`src/rtl/cci_params.svh`:
```
`ifndef CCI_PARAMS_SVH
`define CCI_PARAMS_SVH

// Comparator output bit positions in the control register
`define CCI_OUT_TWO_BIT      7
`define CCI_OUT_ONE_BIT      6
// Reset values
`define CCI_FLAG_RST         1'h0
`define CCI_LATCH_RST        2'h0
// Depth of pin synchroniser
`define CCI_SYNC_STAGES      2

`endif

```
`src/rtl/cci_pkg.sv`:
```
`default_nettype none
package cci_pkg;
    `include "cci_params.svh"

    // Pair of comparator outputs, bit 1 = comparator two, bit 0 = comparator one
    typedef logic [1:0] cci_outs_t;

    // Register access from the core
    typedef struct packed {
        logic rd;        // Read of comparator control register
        logic wr;        // Write of comparator control register
    } cci_ctl_acc_t;

    // Flag register access from the core
    typedef struct packed {
        logic wr;        // Write strobe of the flag bit
        logic data;      // Value written
    } cci_flag_acc_t;

    // Three interrupt enables
    typedef struct packed {
        logic change_en; // Comparator change enable
        logic periph_en; // Peripheral interrupt enable
        logic global_en; // Global interrupt enable
    } cci_en_t;
endpackage
`default_nettype wire

```
`src/rtl/cci_sync.sv`:
```
`default_nettype none
module cci_sync
    import cci_pkg::*;
(
    // Clock and reset
    input  wire logic      mclk,
    input  wire logic      rst_n,
    // Asynchronous pins in, synchronised out
    input  wire cci_pkg::cci_outs_t async_in,
    output var  cci_pkg::cci_outs_t sync_out
);
    import cci_pkg::*;

    // First stage is read only by the second
    cci_outs_t meta;

    // Two-flop synchroniser for comparator outputs
    always_ff @(posedge mclk) begin
        if (!rst_n) begin
            meta     <= `CCI_LATCH_RST;
            sync_out <= `CCI_LATCH_RST;
        end else begin
            meta     <= async_in;
            sync_out <= meta;
        end
    end
endmodule
`default_nettype wire

```
`src/rtl/cci_top.sv`:
```
`include "cci_params.svh"
`default_nettype none
module cci_top
    import cci_pkg::*;
(
    // Clock and reset
    input  wire logic           mclk,
    input  wire logic           rst_n,
    // Comparator outputs, asynchronous
    input  wire cci_pkg::cci_outs_t     cmp_out_async,
    // Core access strobes
    input  wire cci_pkg::cci_ctl_acc_t  ctl_acc,
    input  wire cci_pkg::cci_flag_acc_t flag_acc,
    // Interrupt enables
    input  wire cci_pkg::cci_en_t       enables,
    // Status and interrupt
    output var  cci_pkg::cci_outs_t     cmp_out_read,
    output logic                        comparator_change_flag,
    output logic                        cmp_irq
);
    import cci_pkg::*;

    ////////////////////////////////////////////////////////////////////////
    // Inputs
    cci_outs_t live;       // Synchronised comparator outputs
    cci_outs_t latched;    // Copy taken at last access
    logic      mismatch;   // Live differs from copy
    logic      access;     // Any read or write of control register

    // Pins cross into mclk domain first
    cci_sync u_sync (
        .mclk     (mclk),
        .rst_n    (rst_n),
        .async_in (cmp_out_async),
        .sync_out (live)
    );

    // Compare against copy each clock
    assign mismatch = (live != latched);
    // Reads and writes count alike; both reload the copy
    assign access   = ctl_acc.rd | ctl_acc.wr;

    ////////////////////////////////////////////////////////////////////////
    // Latched copy
    // Reloaded on any access; this ends the mismatch on the next edge unless the outputs move at that edge
    always_ff @(posedge mclk) begin
        if (!rst_n) begin
            latched <= `CCI_LATCH_RST;
        end else if (access) begin
            latched <= live;
        end
    end

    // Readback of control register output bits comes from the copy source
    always_ff @(posedge mclk) begin
        if (!rst_n) begin
            cmp_out_read <= `CCI_LATCH_RST;
        end else begin
            cmp_out_read <= live;
        end
    end

    ////////////////////////////////////////////////////////////////////////
    // Flag
    // Hardware set beats software clear, so a mismatch seen in the clear
    // cycle is never lost. A change landing exactly with an access is
    // absorbed into the copy and does not set the flag, a narrow miss window.
    always_ff @(posedge mclk) begin
        if (!rst_n) begin
            comparator_change_flag <= `CCI_FLAG_RST;
        end else if (mismatch && !access) begin
            comparator_change_flag <= 1'b1;
        end else if (flag_acc.wr) begin
            comparator_change_flag <= flag_acc.data;
        end
    end

    ////////////////////////////////////////////////////////////////////////
    // Interrupt gating, combinational handshake output
    // One place for the enable decode, shared by the logic and its check
    function automatic logic all_enabled(input cci_en_t en);
        return en.change_en & en.periph_en & en.global_en;
    endfunction

    // Flag alone never reaches the core; any clear enable masks it
    assign cmp_irq = comparator_change_flag & all_enabled(enables);

    ////////////////////////////////////////////////////////////////////////
    // Checks
    // All properties sample on the rising edge and sleep while in reset
    // Set lands one edge after the mismatch is seen
    property p_set_on_mismatch;
        @(posedge mclk) disable iff (!rst_n)
        (mismatch && !access) |=> comparator_change_flag;
    endproperty
    a_set_on_mismatch: assert property (p_set_on_mismatch)
        else $error("flag not set after mismatch");

    property p_clear_write;
        @(posedge mclk) disable iff (!rst_n)
        (flag_acc.wr && !flag_acc.data && !mismatch) |=> !comparator_change_flag;
    endproperty
    a_clear_write: assert property (p_clear_write)
        else $error("flag not cleared by write of zero");

    // Only a write may lower the flag
    property p_sticky;
        @(posedge mclk) disable iff (!rst_n)
        (comparator_change_flag && !flag_acc.wr) |=> comparator_change_flag;
    endproperty
    a_sticky: assert property (p_sticky)
        else $error("flag dropped without a write");

    // Software set works even with no mismatch
    property p_soft_set;
        @(posedge mclk) disable iff (!rst_n)
        (flag_acc.wr && flag_acc.data) |=> comparator_change_flag;
    endproperty
    a_soft_set: assert property (p_soft_set)
        else $error("software set failed");

    property p_irq_gate;
        @(posedge mclk) disable iff (!rst_n)
        cmp_irq == (comparator_change_flag && enables.change_en
                    && enables.periph_en && enables.global_en);
    endproperty
    a_irq_gate: assert property (p_irq_gate)
        else $error("interrupt gating wrong");

    property p_set_disabled;
        @(posedge mclk) disable iff (!rst_n)
        (mismatch && !access && !enables.global_en) |=> comparator_change_flag;
    endproperty
    a_set_disabled: assert property (p_set_disabled)
        else $error("flag not set while disabled");

    // Holds only when the outputs sit still across the access
    property p_access_ends;
        @(posedge mclk) disable iff (!rst_n)
        access ##1 $stable(live) |-> !mismatch;
    endproperty
    a_access_ends: assert property (p_access_ends)
        else $error("access did not end mismatch");

    // A clear racing a live mismatch must lose
    property p_reset_flag;
        @(posedge mclk) disable iff (!rst_n)
        (mismatch && !access && flag_acc.wr && !flag_acc.data)
            |=> comparator_change_flag;
    endproperty
    a_reset_flag: assert property (p_reset_flag)
        else $error("mismatch did not win over clear");

    // Nothing sets the flag out of thin air
    property p_no_set_quiet;
        @(posedge mclk) disable iff (!rst_n)
        (!comparator_change_flag && !mismatch && !flag_acc.wr)
            |=> !comparator_change_flag;
    endproperty
    a_no_set_quiet: assert property (p_no_set_quiet)
        else $error("flag set without cause");

    // Copy must take exactly the value seen at the access edge
    property p_latch_on_access;
        @(posedge mclk) disable iff (!rst_n)
        access |=> (latched == $past(live));
    endproperty
    a_latch_on_access: assert property (p_latch_on_access)
        else $error("copy not reloaded on access");

    // Without an access the copy must not drift, or changes would be lost
    property p_latch_hold;
        @(posedge mclk) disable iff (!rst_n)
        !access |=> $stable(latched);
    endproperty
    a_latch_hold: assert property (p_latch_hold)
        else $error("copy changed without access");

    // A change swallowed by an access leaves a clear flag clear
    property p_miss_window;
        @(posedge mclk) disable iff (!rst_n)
        (mismatch && access && !flag_acc.wr && !comparator_change_flag)
            |=> !comparator_change_flag;
    endproperty
    a_miss_window: assert property (p_miss_window)
        else $error("flag set inside the miss window");

    // Readback trails the synchronised outputs by one register
    property p_readback;
        @(posedge mclk) disable iff (!rst_n)
        cmp_out_read == $past(live);
    endproperty
    a_readback: assert property (p_readback)
        else $error("readback does not follow comparator outputs");

    // Any clear enable keeps the core request low
    property p_irq_masked;
        @(posedge mclk) disable iff (!rst_n)
        !all_enabled(enables) |-> !cmp_irq;
    endproperty
    a_irq_masked: assert property (p_irq_masked)
        else $error("interrupt passed a clear enable");

    c_change: cover property (@(posedge mclk) disable iff (!rst_n)
        !comparator_change_flag ##1 comparator_change_flag);
    c_irq: cover property (@(posedge mclk) disable iff (!rst_n) cmp_irq);
    c_service: cover property (@(posedge mclk) disable iff (!rst_n)
        comparator_change_flag ##1 access ##1 (flag_acc.wr && !flag_acc.data)
        ##1 !comparator_change_flag);
    // Software set and the miss window
    c_soft_set: cover property (@(posedge mclk) disable iff (!rst_n)
        flag_acc.wr && flag_acc.data && !comparator_change_flag);
    c_miss: cover property (@(posedge mclk) disable iff (!rst_n)
        mismatch && access && !comparator_change_flag);
endmodule
`default_nettype wire

```
`config.mk`:
```
export PLATFORM = sky130hd
export DESIGN_NAME = cci_top
export DESIGN_NICKNAME = d
export VERILOG_FILES = /design/src/rtl/cci_pkg.sv /design/src/rtl/cci_sync.sv /design/src/rtl/cci_top.sv
export VERILOG_INCLUDE_DIRS = /design/src /design/src/rtl
export SDC_FILE = /design/constraint.sdc
export NUM_CORES = 1
export LEC_CHECK = 0
export BUFFER_PORTS_ARGS = -buffer_cell sky130_fd_sc_hd__buf_2
export CELL_PAD_IN_SITES_DETAIL_PLACEMENT = 0
export CELL_PAD_IN_SITES_GLOBAL_PLACEMENT = 1
export CORE_AREA = 2 2 39 41
export DETAILED_ROUTE_END_ITERATION = 8
export DIE_AREA = 0 0 41 43
export PLACE_DENSITY = 0.68
export SKIP_LAST_GASP = 1
export SLEW_MARGIN = 10
export SYNTH_ARGS = -nofsm -noshare
export SYNTH_HDL_FRONTEND = slang
export SYNTH_SLANG_ARGS = --single-unit
```
`constraint.sdc`:
```
create_clock -name mclk -period 2.65 [get_ports mclk]
set_clock_uncertainty 0.1 [all_clocks]
set_input_delay 0 -clock mclk [delete_from_list [all_inputs] [get_ports mclk]]
set_output_delay 0 -clock mclk [all_outputs]
set_load 0.01 [all_outputs]
```
### Word level (Yosys, flattened, before mapping)

Index checks and enable logic that the tools add are counted.

| storage, ports and cells | value |
|---|---|
| bits of input ports | 11 |
| memory bits (read-only) | 0 |
| flip-flop bits (word level) | 9 |
| memories | 0 |
| latch bits | 0 |
| word-level logic and storage cells | 15 |
| RAM bits | 0 |
| output and inout bits | 4 |

| cells by class | value |
|---|---|
| $add $sub $neg | 0 |
| equality and inequality tests | 1 |
| $mul | 0 |
| divide/modulo/power cells | 0 |
| order comparisons | 0 |
| reduce and logical (&&, ||, !) cells | 3 |
| muxes and demuxes | 2 |
| shifts and indexed selects | 0 |
| bitwise gates (word level) | 4 |

Operators with widths:

| cell | number |
|---|---|
| bitwise AND 1 bit | 3 |
| two-way mux 1 bit | 2 |
| != test 2 bit | 1 |
| nonzero test 2 bit | 1 |
| logical AND 1 bit | 1 |
| logical NOT 1 bit | 1 |
| bitwise OR 1 bit | 1 |

### Longest topological paths before layout

Gate-level depths: netlist of run 1.

| logic depth | value |
|---|---|
| depth after elaboration | 4 |
| mapped depth | 3 |
| depth with buffers taken out | 3 |

### By module

From an unflattened synthesis of run 1, not the netlist that was laid out.

| second synthesis, totals | value |
|---|---|
| cells, all modules | 28 |
| area total of the unflattened synthesis | 310.3 µm² |

Modules (own cells, without submodules):

| module | area an instance (µm²) | instances | cells an instance | seq. area each (µm²) |
|---|---|---|---|---|
| cci_top | 205.2 | 1 | 20 | 100.1 |
| cci_sync | 105.1 | 1 | 8 | 80.1 |

### Worst setup path after synthesis of run 1

Ideal clock, no wire load.

| timing path | value |
|---|---|
| path kind | flip-flop to flip-flop |
| from | reg latched[1] |
| to | reg comparator_change_flag |
| arrival time | 0.622 ns |
| required time | 2.430 ns |
| cell stages (with the launch flop) | 4 |
| period minus slack after synthesis | 0.843 ns |
| setup slack | 1.807 ns |
| library setup time | 0.120 ns |
| buffers on the path | 0 |
| path through | dfxtp_1 > xor2_1 > o21ai_1 > a21boi_1 |

| between the ends | value |
|---|---|
| longest elaborated chain between the ends | 3 |
| elaborated cells on any way between the ends | 4 |
| classes of those cells | 1 x eq/ne; 1 x mux; 2 x reduce/logical |

Ends and longest elaborated chain:

| item | RTL line | text |
|---|---|---|
| start: declaration | cci_top.sv:26 | `cci_outs_t latched;` |
| start signal: assignment | cci_top.sv:48 | `` latched <= `CCI_LATCH_RST; `` |
| start signal: assignment | cci_top.sv:50 | `latched <= live;` |
| != test 2 bit (*) | cci_top.sv:39 | `assign mismatch = (live != latched);` |
| logical AND 1 bit (*) | cci_top.sv:71 | `end else if (mismatch && !access) begin` |
| two-way mux 1 bit or nonzero test 2 bit (tied branches) | - |  |
| end signal: assignment | cci_top.sv:70 | `` comparator_change_flag <= `CCI_FLAG_RST; `` |
| end signal: assignment | cci_top.sv:74 | `comparator_change_flag <= flag_acc.data;` |
| end: declaration | cci_top.sv:18 | `output logic comparator_change_flag,` |

Mark *: on every way between the ends. The rest lies on a longest branch, timed or not.
A chain may end at the register's enable or synchronous reset.

### Worst setup path in the final report of run 1

| timing path | value |
|---|---|
| from | in flag_acc[0] (netlist name) |
| to | reg comparator_change_flag |

| between the ends | value |
|---|---|
| longest elaborated chain between the ends | 2 |

Ends and longest elaborated chain:

| item | RTL line | text |
|---|---|---|
| start: declaration | cci_top.sv:13 | `input wire cci_pkg::cci_flag_acc_t flag_acc,` |
| two-way mux 1 bit | cci_top.sv:73 | `end else if (flag_acc.wr) begin` |
| two-way mux 1 bit | cci_top.sv:71 |  |

No other way between the ends. The select of a mux whose other input is x is not followed.

==> run summary, run 1 <==
Fill cells in the final layout number 153. Data on the critical path is required at its endpoint by 2.70 ns. In the global route stage, met3 resource usage came out at 7.85%.

OpenSTA, run right after detailed placement, puts the worst setup slack at 1.77 ns. For this run, the number of Yosys warnings is 0. For this run, global-route usage on met1 was measured as 7.19%. The synthesized netlist devotes 12.1% of its cell area to compound gates.

Pin placement for this block handled 15 I/O pins. The path class of the lowest-slack min-delay path was in -> reg. The classification of the worst setup path is in -> reg.

The count of endpoints failing setup in the final report is 0. Residual antenna-violating net count after detailed routing: 0. The busiest layer in global routing was met2.

Setup repair after global routing left no endpoint under its margin. Measured along the x axis, the die boundary spans 41 µm. Number of H-tree levels: 1. The logs give 130 µm² for the area of the multi-input gates and 0 for the total count of hold-check failures in the final report. The maximum root-to-sink buffer count was 2; the antenna diode instance count was 0.

The logs give 9 for the clock net sink count and 38.1% for the core occupancy in the finished layout. The tools report the area enclosed by the die boundary as 1760 µm². The logs give 10 for the pin count of the biggest net entering global routing and 0 for the violation count after the first detailed-routing iteration. STA classifies the critical path endpoint as a register. The number of setup buffers added after CTS is 0.

The run finished with clean final reports. The combinational family with the most area after synthesis was simple AND/OR/NAND/NOR gates. In this run the tightest slew margin relative to its limit is 87.8%. The clock share of power was 36.9%; the vias after detailed routing was 285. Number of global-route vias before repair: 271. The tools report the combinational fraction of design power as 12.1%. Derived from the worst setup path, the maximum achievable clock frequency is 535 MHz.

The synthesized netlist occupies a cell area of 310 µm². The later pin in the worst-skew pair is clocked with a latency of 0.26 ns. Clock-pin slew was measured on the worst setup and hold paths at 0.06 ns. The switching part of the total power came out at 21.3%.

Setup slack closes at 0.782 ns. Across the run, the number of max-cap violations was 0. At the worst endpoint, the arrival time is 1.91 ns. The ratio of final minimum period to clock period was 70.5%. In this run, synthesis produced a sequential element count of 9. The switching power total came out at 60.0 µW. The worst reg2reg path depth is 4. The number of instances in the synthesized netlist was 28. Once the floorplan was initialized, standard cells occupied 22.4% of the core. In this run the vertical extent of the chip is 43 µm.

The congestion estimate from routability-driven global placement came to 0.685. Internal cell power: 222 µW. The run gives 3 as the number of buffers inserted during clock tree synthesis. Using the TritonRoute via totals, the vias-per-cell ratio works out to 3.96.

TritonCTS built the clock tree. Counting instances, the worst hold path has a depth of 3. The initial antenna violation count came out at 0. The sequential cells in the finished layout cover a total of 180 µm². Once the clock tree was built, the resizer swapped 0 gates to a different size. Buffers inserted to repair hold after CTS numbered 10. Counting I/O delays and the setup requirement, the final critical path takes 1.87 ns. The number of input and output port buffers inserted came out at 14. After floorplanning, the core was divided into 14 placement rows. For this run, design rule violations remaining after detail routing come to 0. The total overflow left after global routing is 0.

Counting every net in the synthesized netlist gives 39. The actual transition at the worst max-transition pin was 0.181 ns. Of the total synthesized cell area, the portion taken by full adders, half adders and majority gates is 0%. The biggest fanout along the worst timing path is 1, and the first-pass GRT wire length is 993 µm. Cells with a size suffix above 1 make up 32.1% of the layout.

In the final routed layout, each cell accounts on average for 8.42 µm. Sequential cells account for 50.9% of the total power. The synthesized area per cell is 11.1 µm². The distinct cell type count after synthesis came out at 10. Kind of start point of the critical path: an input port. Power spread over the standard cell area amounts to 535 nW/µm². Of the synthesized area, sequential elements account for 58.1%.

Measured against the total synthesized area, the mux share comes to 3.23%. The logs give 14.1% for the met2 usage and 0 for the max-slew violation count. The logs give 0 ns for the setup TNS and 8.88% for the combined global-route utilization of all metal layers. IR analysis of the VDD net gives a maximum drop of 0.000298 V. Wires add up to 606 µm. Clock root buffer: sky130_fd_sc_hd__clkbuf_4.

The logs give 0.252 nW for the cell leakage power and 1380 µm² for the core footprint. The simple-gate share of the synthesized area was 21.0%; the number of nets in the finished design was 68. Summing the areas of all xor and xnor instances in the mapped netlist gives 5.65% of the synthesized area. From synthesis to final layout, the design area changed by 69.8%. The number of detailed-routing iterations run before antenna repair was 1.
[cell usage after synthesis (all sizes together)]
library cell,instances,share of area [%]
dfxtp,9,58
and2,6,12
a21boi,3,7.3
o21ai,3,4.8
nand2,2,2.4
xor2,2,5.6
and4,1,2.8
mux2i,1,3.2
nor2,1,3.6
[layer usage]
metal / wire length (µm) / up-vias
met4: 0 / 0
met3: 82 / 0
li1: - / 149
met2: 291 / 15
met1: 232 / 121
met5: 0 / -
[stage by stage]
step	hold WS, ns	cells	instance area [µm²]	power [mW]
after floorplan	0.0217	28	310	0.155
after detailed placement	0.109	58	400	0.168
after global placement	0.105	58	400	0.168
after global routing	0.0766	72	527	0.301
after CTS	0.0152	72	527	0.289
final	0.0261	72	527	0.282
[final timing paths]
path / startpoint / end / slack, ns
worst max-delay path: flag_acc[0] / comparator_change_flag / 0.78
worst max register to register: comparator_change_flag / comparator_change_flag / 0.85
worst min register to register: u_sync.meta[0] / u_sync.sync_out[0] / 0.33
worst min-delay path: ctl_acc[0] / latched[1] / 0.03
[kinds of logic after synthesis]
kind of cell,Yosys count
XOR/XNOR,2
flip-flops,9
AO/OA/AOI/OAI,6
multiplexers,1
AND/OR/NAND/NOR,10
[cell usage in the layout, fill, tap and decap left out, drive strengths merged]
| cell | n |
|---|---|
| nor2 | 1 |
| mux2i | 1 |
| and2 | 6 |
| and4 | 1 |
| dlygate4sd3 | 10 |
| xor2 | 2 |
| o21ai | 3 |
| nand2 | 2 |
| buf | 14 |
| dfxtp | 9 |
| a21boi | 3 |
| clkbuf | 4 |
[sequential cells by signal, summed over array words and instances, names as in the netlist]
name and count:
latched 2, u_sync.sync_out 2, comparator_change_flag 1, u_sync.meta 2, cmp_out_read 2
[cell type report]
cell class	instances	area share [%]
Sequential cell	9	34.2
Timing Repair Buffer	24	32.3
Multi-Input combinational cell	19	24.7
Clock buffer	4	4.99
Tap cell	16	3.80
[worst max-delay path, stage by stage]
cell and delay [ns]:
sky130_fd_sc_hd__dlygate4sd3_1 0.53, sky130_fd_sc_hd__buf_2 0.11, sky130_fd_sc_hd__mux2i_1 0.11, sky130_fd_sc_hd__dlygate4sd3_1 0.56
sky130_fd_sc_hd__a21boi_1 0.06, sky130_fd_sc_hd__dlygate4sd3_1 0.55
[power groups by stage]
| stage | sequential (mW) | clock (mW) | combinational [mW] |
|---|---|---|---|
| floorplan | 0.147 | 0 | 0.00823 |
| global placement | 0.147 | 0 | 0.0217 |
| detailed placement | 0.147 | 0 | 0.0217 |
| CTS | 0.144 | 0.111 | 0.0344 |
| global route | 0.144 | 0.118 | 0.0385 |
| finish | 0.144 | 0.104 | 0.0342 |
(Power assumes the default switching activity.)
==> inputs of run 2 (changes only) <==
- clock period: 2.65 -> 1.9 ns (I/O delays scaled with it)
==> run 2 against run 1 <==
Highest routed layer unchanged. Final cell count fell by 1.4%. Global-route usage rose by 1.3 points. Hold slack improved by 0.0011 ns. Setup slack got worse by 0.32 ns. Wire length rose by 2.8%.
==> run summary, run 2 (same netlist as run 1, synthesis figures left out) <==
The clock input transition at the sequential cells of the worst setup and hold paths was 0.06 ns; the initial antenna violation count was 0. Measured along the y axis, the die boundary spans 43 µm. Summing all non-filler instances in the final layout gives an area of 517 µm². TritonCTS built the clock tree. The tools report the max-slew violation count as 0. Sequential cells account for 51.4% of the total power.

The required time at the worst-slack endpoint is 1.95 ns. Net switching is 21.1% of the power. In this run the register-to-register setup slack is 0.47 ns.

The initial utilization of the core area, before any placement, comes to 22.4%. In this run, post-CTS repair resized a total of 0 instances. The antenna diode instance count came out at 0.

Along the worst path, the maximum fanout reaches 2. Setup violations remaining at the end of the flow were counted as 0. For the pin with the worst max-slew slack, the measured transition is 0.146 ns.

Measured along the x axis, the die boundary spans 41 µm. The mean number of vias per cell works out to 4.07. The top cell types in the final layout, fill and taps aside, are sky130_fd_sc_hd__buf_2, sky130_fd_sc_hd__dfxtp_1, sky130_fd_sc_hd__dlygate4sd3_1.

The logs give 0 for the remaining global-route overflow and 0 for the max-cap violation count. The ratio of final minimum period to clock period works out to 75.5%. The time the final worst path needs with I/O delays and setup was 1.43 ns. The tools report the total count of hold-check failures in the final report as 0.

For the first-pass GRT wire length, the log shows 1100 µm. After detailed routing, the average wire length per cell comes to 8.77 µm. The area enclosed by the die boundary is 1760 µm². For this block, the routed nets add up to 623 µm of wire.

The maximum root-to-sink buffer count is 2. Measured on the finished design, the core utilization comes to 37.3%. For the number of buffers inserted during clock tree synthesis, the log shows 3. Routability-driven placement finished with a final weighted congestion of 0.685. The library cell used most frequently in the layout, excluding fill and tap cells, is sky130_fd_sc_hd__buf_2. Clock share of power: 37.0%. VDD sags by at most 0.000472 V.

Before antenna repair, the detailed router went through 2 iterations. In this run the clock root is driven by a sky130_fd_sc_hd__clkbuf_4. For the number of global-route vias before repair, the log shows 298. The violation count after the first detailed-routing iteration came out at 3.

Cells with a size suffix above 1 make up 32.7% of the layout. Static timing analysis puts the maximum clock frequency at 697 MHz. In this design, the stage delay of the slowest critical-path cell is 0.55 ns. Summed over all nets, the switching power comes to 82.3 µW. The path class of the lowest-slack min-delay path was in -> reg.

The clock drives 9 sinks. 15 I/O pins were placed. The share of total power dissipated in combinational logic is 11.6%. The cell area after placement came out at 400 µm². The floorplan has 14 rows.

The worst setup path is launched from a register. Buffers added to address setup during post-CTS repair amount to 0. The run finished with clean final reports.

Traced cell by cell, the critical path runs through xor2_1, o21ai_1, a21boi_1, dlygate4sd3_1. The analysis attributes to cell leakage a power of 0.249 nW. The vias after detailed routing was 289. The detail route stage leaves a number of antenna-violating nets equal to 0. The clock latency on the worst-skew pair came out at 0.25 ns. Entering global routing, the biggest net connects 10 pins.

On the critical path, the stage with the largest delay is an instance of sky130_fd_sc_hd__dlygate4sd3_1. For this run, the post-layout net count is 67. Setup total negative slack on the finished layout was measured at 0 ns. The number of H-tree levels was 1; the total DRC errors in the routed layout was 0. For this design the ratio of total power to cell area is 754 nW/µm². Detailed placement finished with a half-perimeter wire length of 385 µm.

In this run the tightest slew margin relative to its limit is 90.2%. The tools report the internal cell power as 307 µW. The tools report the kind of end point of the critical path as a register. The classification of the worst setup path is reg -> reg.

The run gives 1380 µm² as the core footprint. STA puts the critical path data arrival time at 1.48 ns. The combined global-route utilization of all metal layers came out at 10.2%.

From synthesis to final layout, the design area changed by 66.5%. The number of input and output port buffers inserted was 14. Setup repair after global routing left no endpoint under its margin.
==> run 2: cell count changes in the layout (fill, tap and decap cells not counted), sizes merged <==
cell,previous run,this run
dlygate4sd3,10,9
==> run 2: worst max-delay path: cells and delay by family, from the launching register on <==
| family | cells | cell delay [ns] |
|---|---|---|
| buf+inv | 1 | 0.55 |
| flops | 1 | 0.32 |
| compound gates | 2 | 0.21 |
| xor+xnor | 1 | 0.16 |
==> run 2: power by group through the flow <==
| stage | registers (mW) | clock network (mW) | logic, mW |
|---|---|---|---|
| 6_report | 0.200 | 0.144 | 0.0450 |
| 3_3_place_gp | 0.204 | 0 | 0.0302 |
| 4_1_cts | 0.200 | 0.152 | 0.0478 |
| 5_1_grt | 0.201 | 0.173 | 0.0511 |
| 2_1_floorplan | 0.205 | 0 | 0.0115 |
| 3_5_place_dp | 0.205 | 0 | 0.0303 |
==> run 2: path summary, 6_finish.rpt <==
| check | end | depth (start not counted) | from |
|---|---|---|---|
| max | comparator_change_flag | 4 | latched[1] |
| max reg2reg | comparator_change_flag | 4 | latched[1] |
| min | latched[1] | 3 | ctl_acc[0] |
| min reg2reg | u_sync.sync_out[0] | 1 | u_sync.meta[0] |
==> run 2: final cells by class <==
type | instances | area [µm²]
fill | 156 | 867
sequential | 9 | 180
timing repair buffer | 23 | 160
multi-input combinational | 19 | 130
clock buffer | 4 | 26.3
tap | 16 | 20.0
==> run 2: per-layer routing <==
layer | routed length [µm] | track usage [%] | vias up
li1 | - | - | 148
met3 | 91 | 9.42 | 0
met5 | 0 | 0 | -
met2 | 307 | 16.9 | 16
met1 | 224 | 7.47 | 125
met4 | 0 | 4.00 | 0
==> run 2: repair_timing <==
action	CTS	global route
hold buffers	10	0
hold endpoints to repair	9	0
endpoints found under the setup margin	0	1
==> run 2: metrics by stage <==
step	hold slack (ns)	std cells	worst slack [ns]	total power, mW
floorplan	0.0217	28	1.06	0.217
global placement	0.105	58	1.02	0.235
detailed placement	0.112	58	1.02	0.235
CTS	0.0258	72	0.0411	0.400
global route	0.0548	71	0.350	0.425
finish	0.0271	71	0.465	0.389
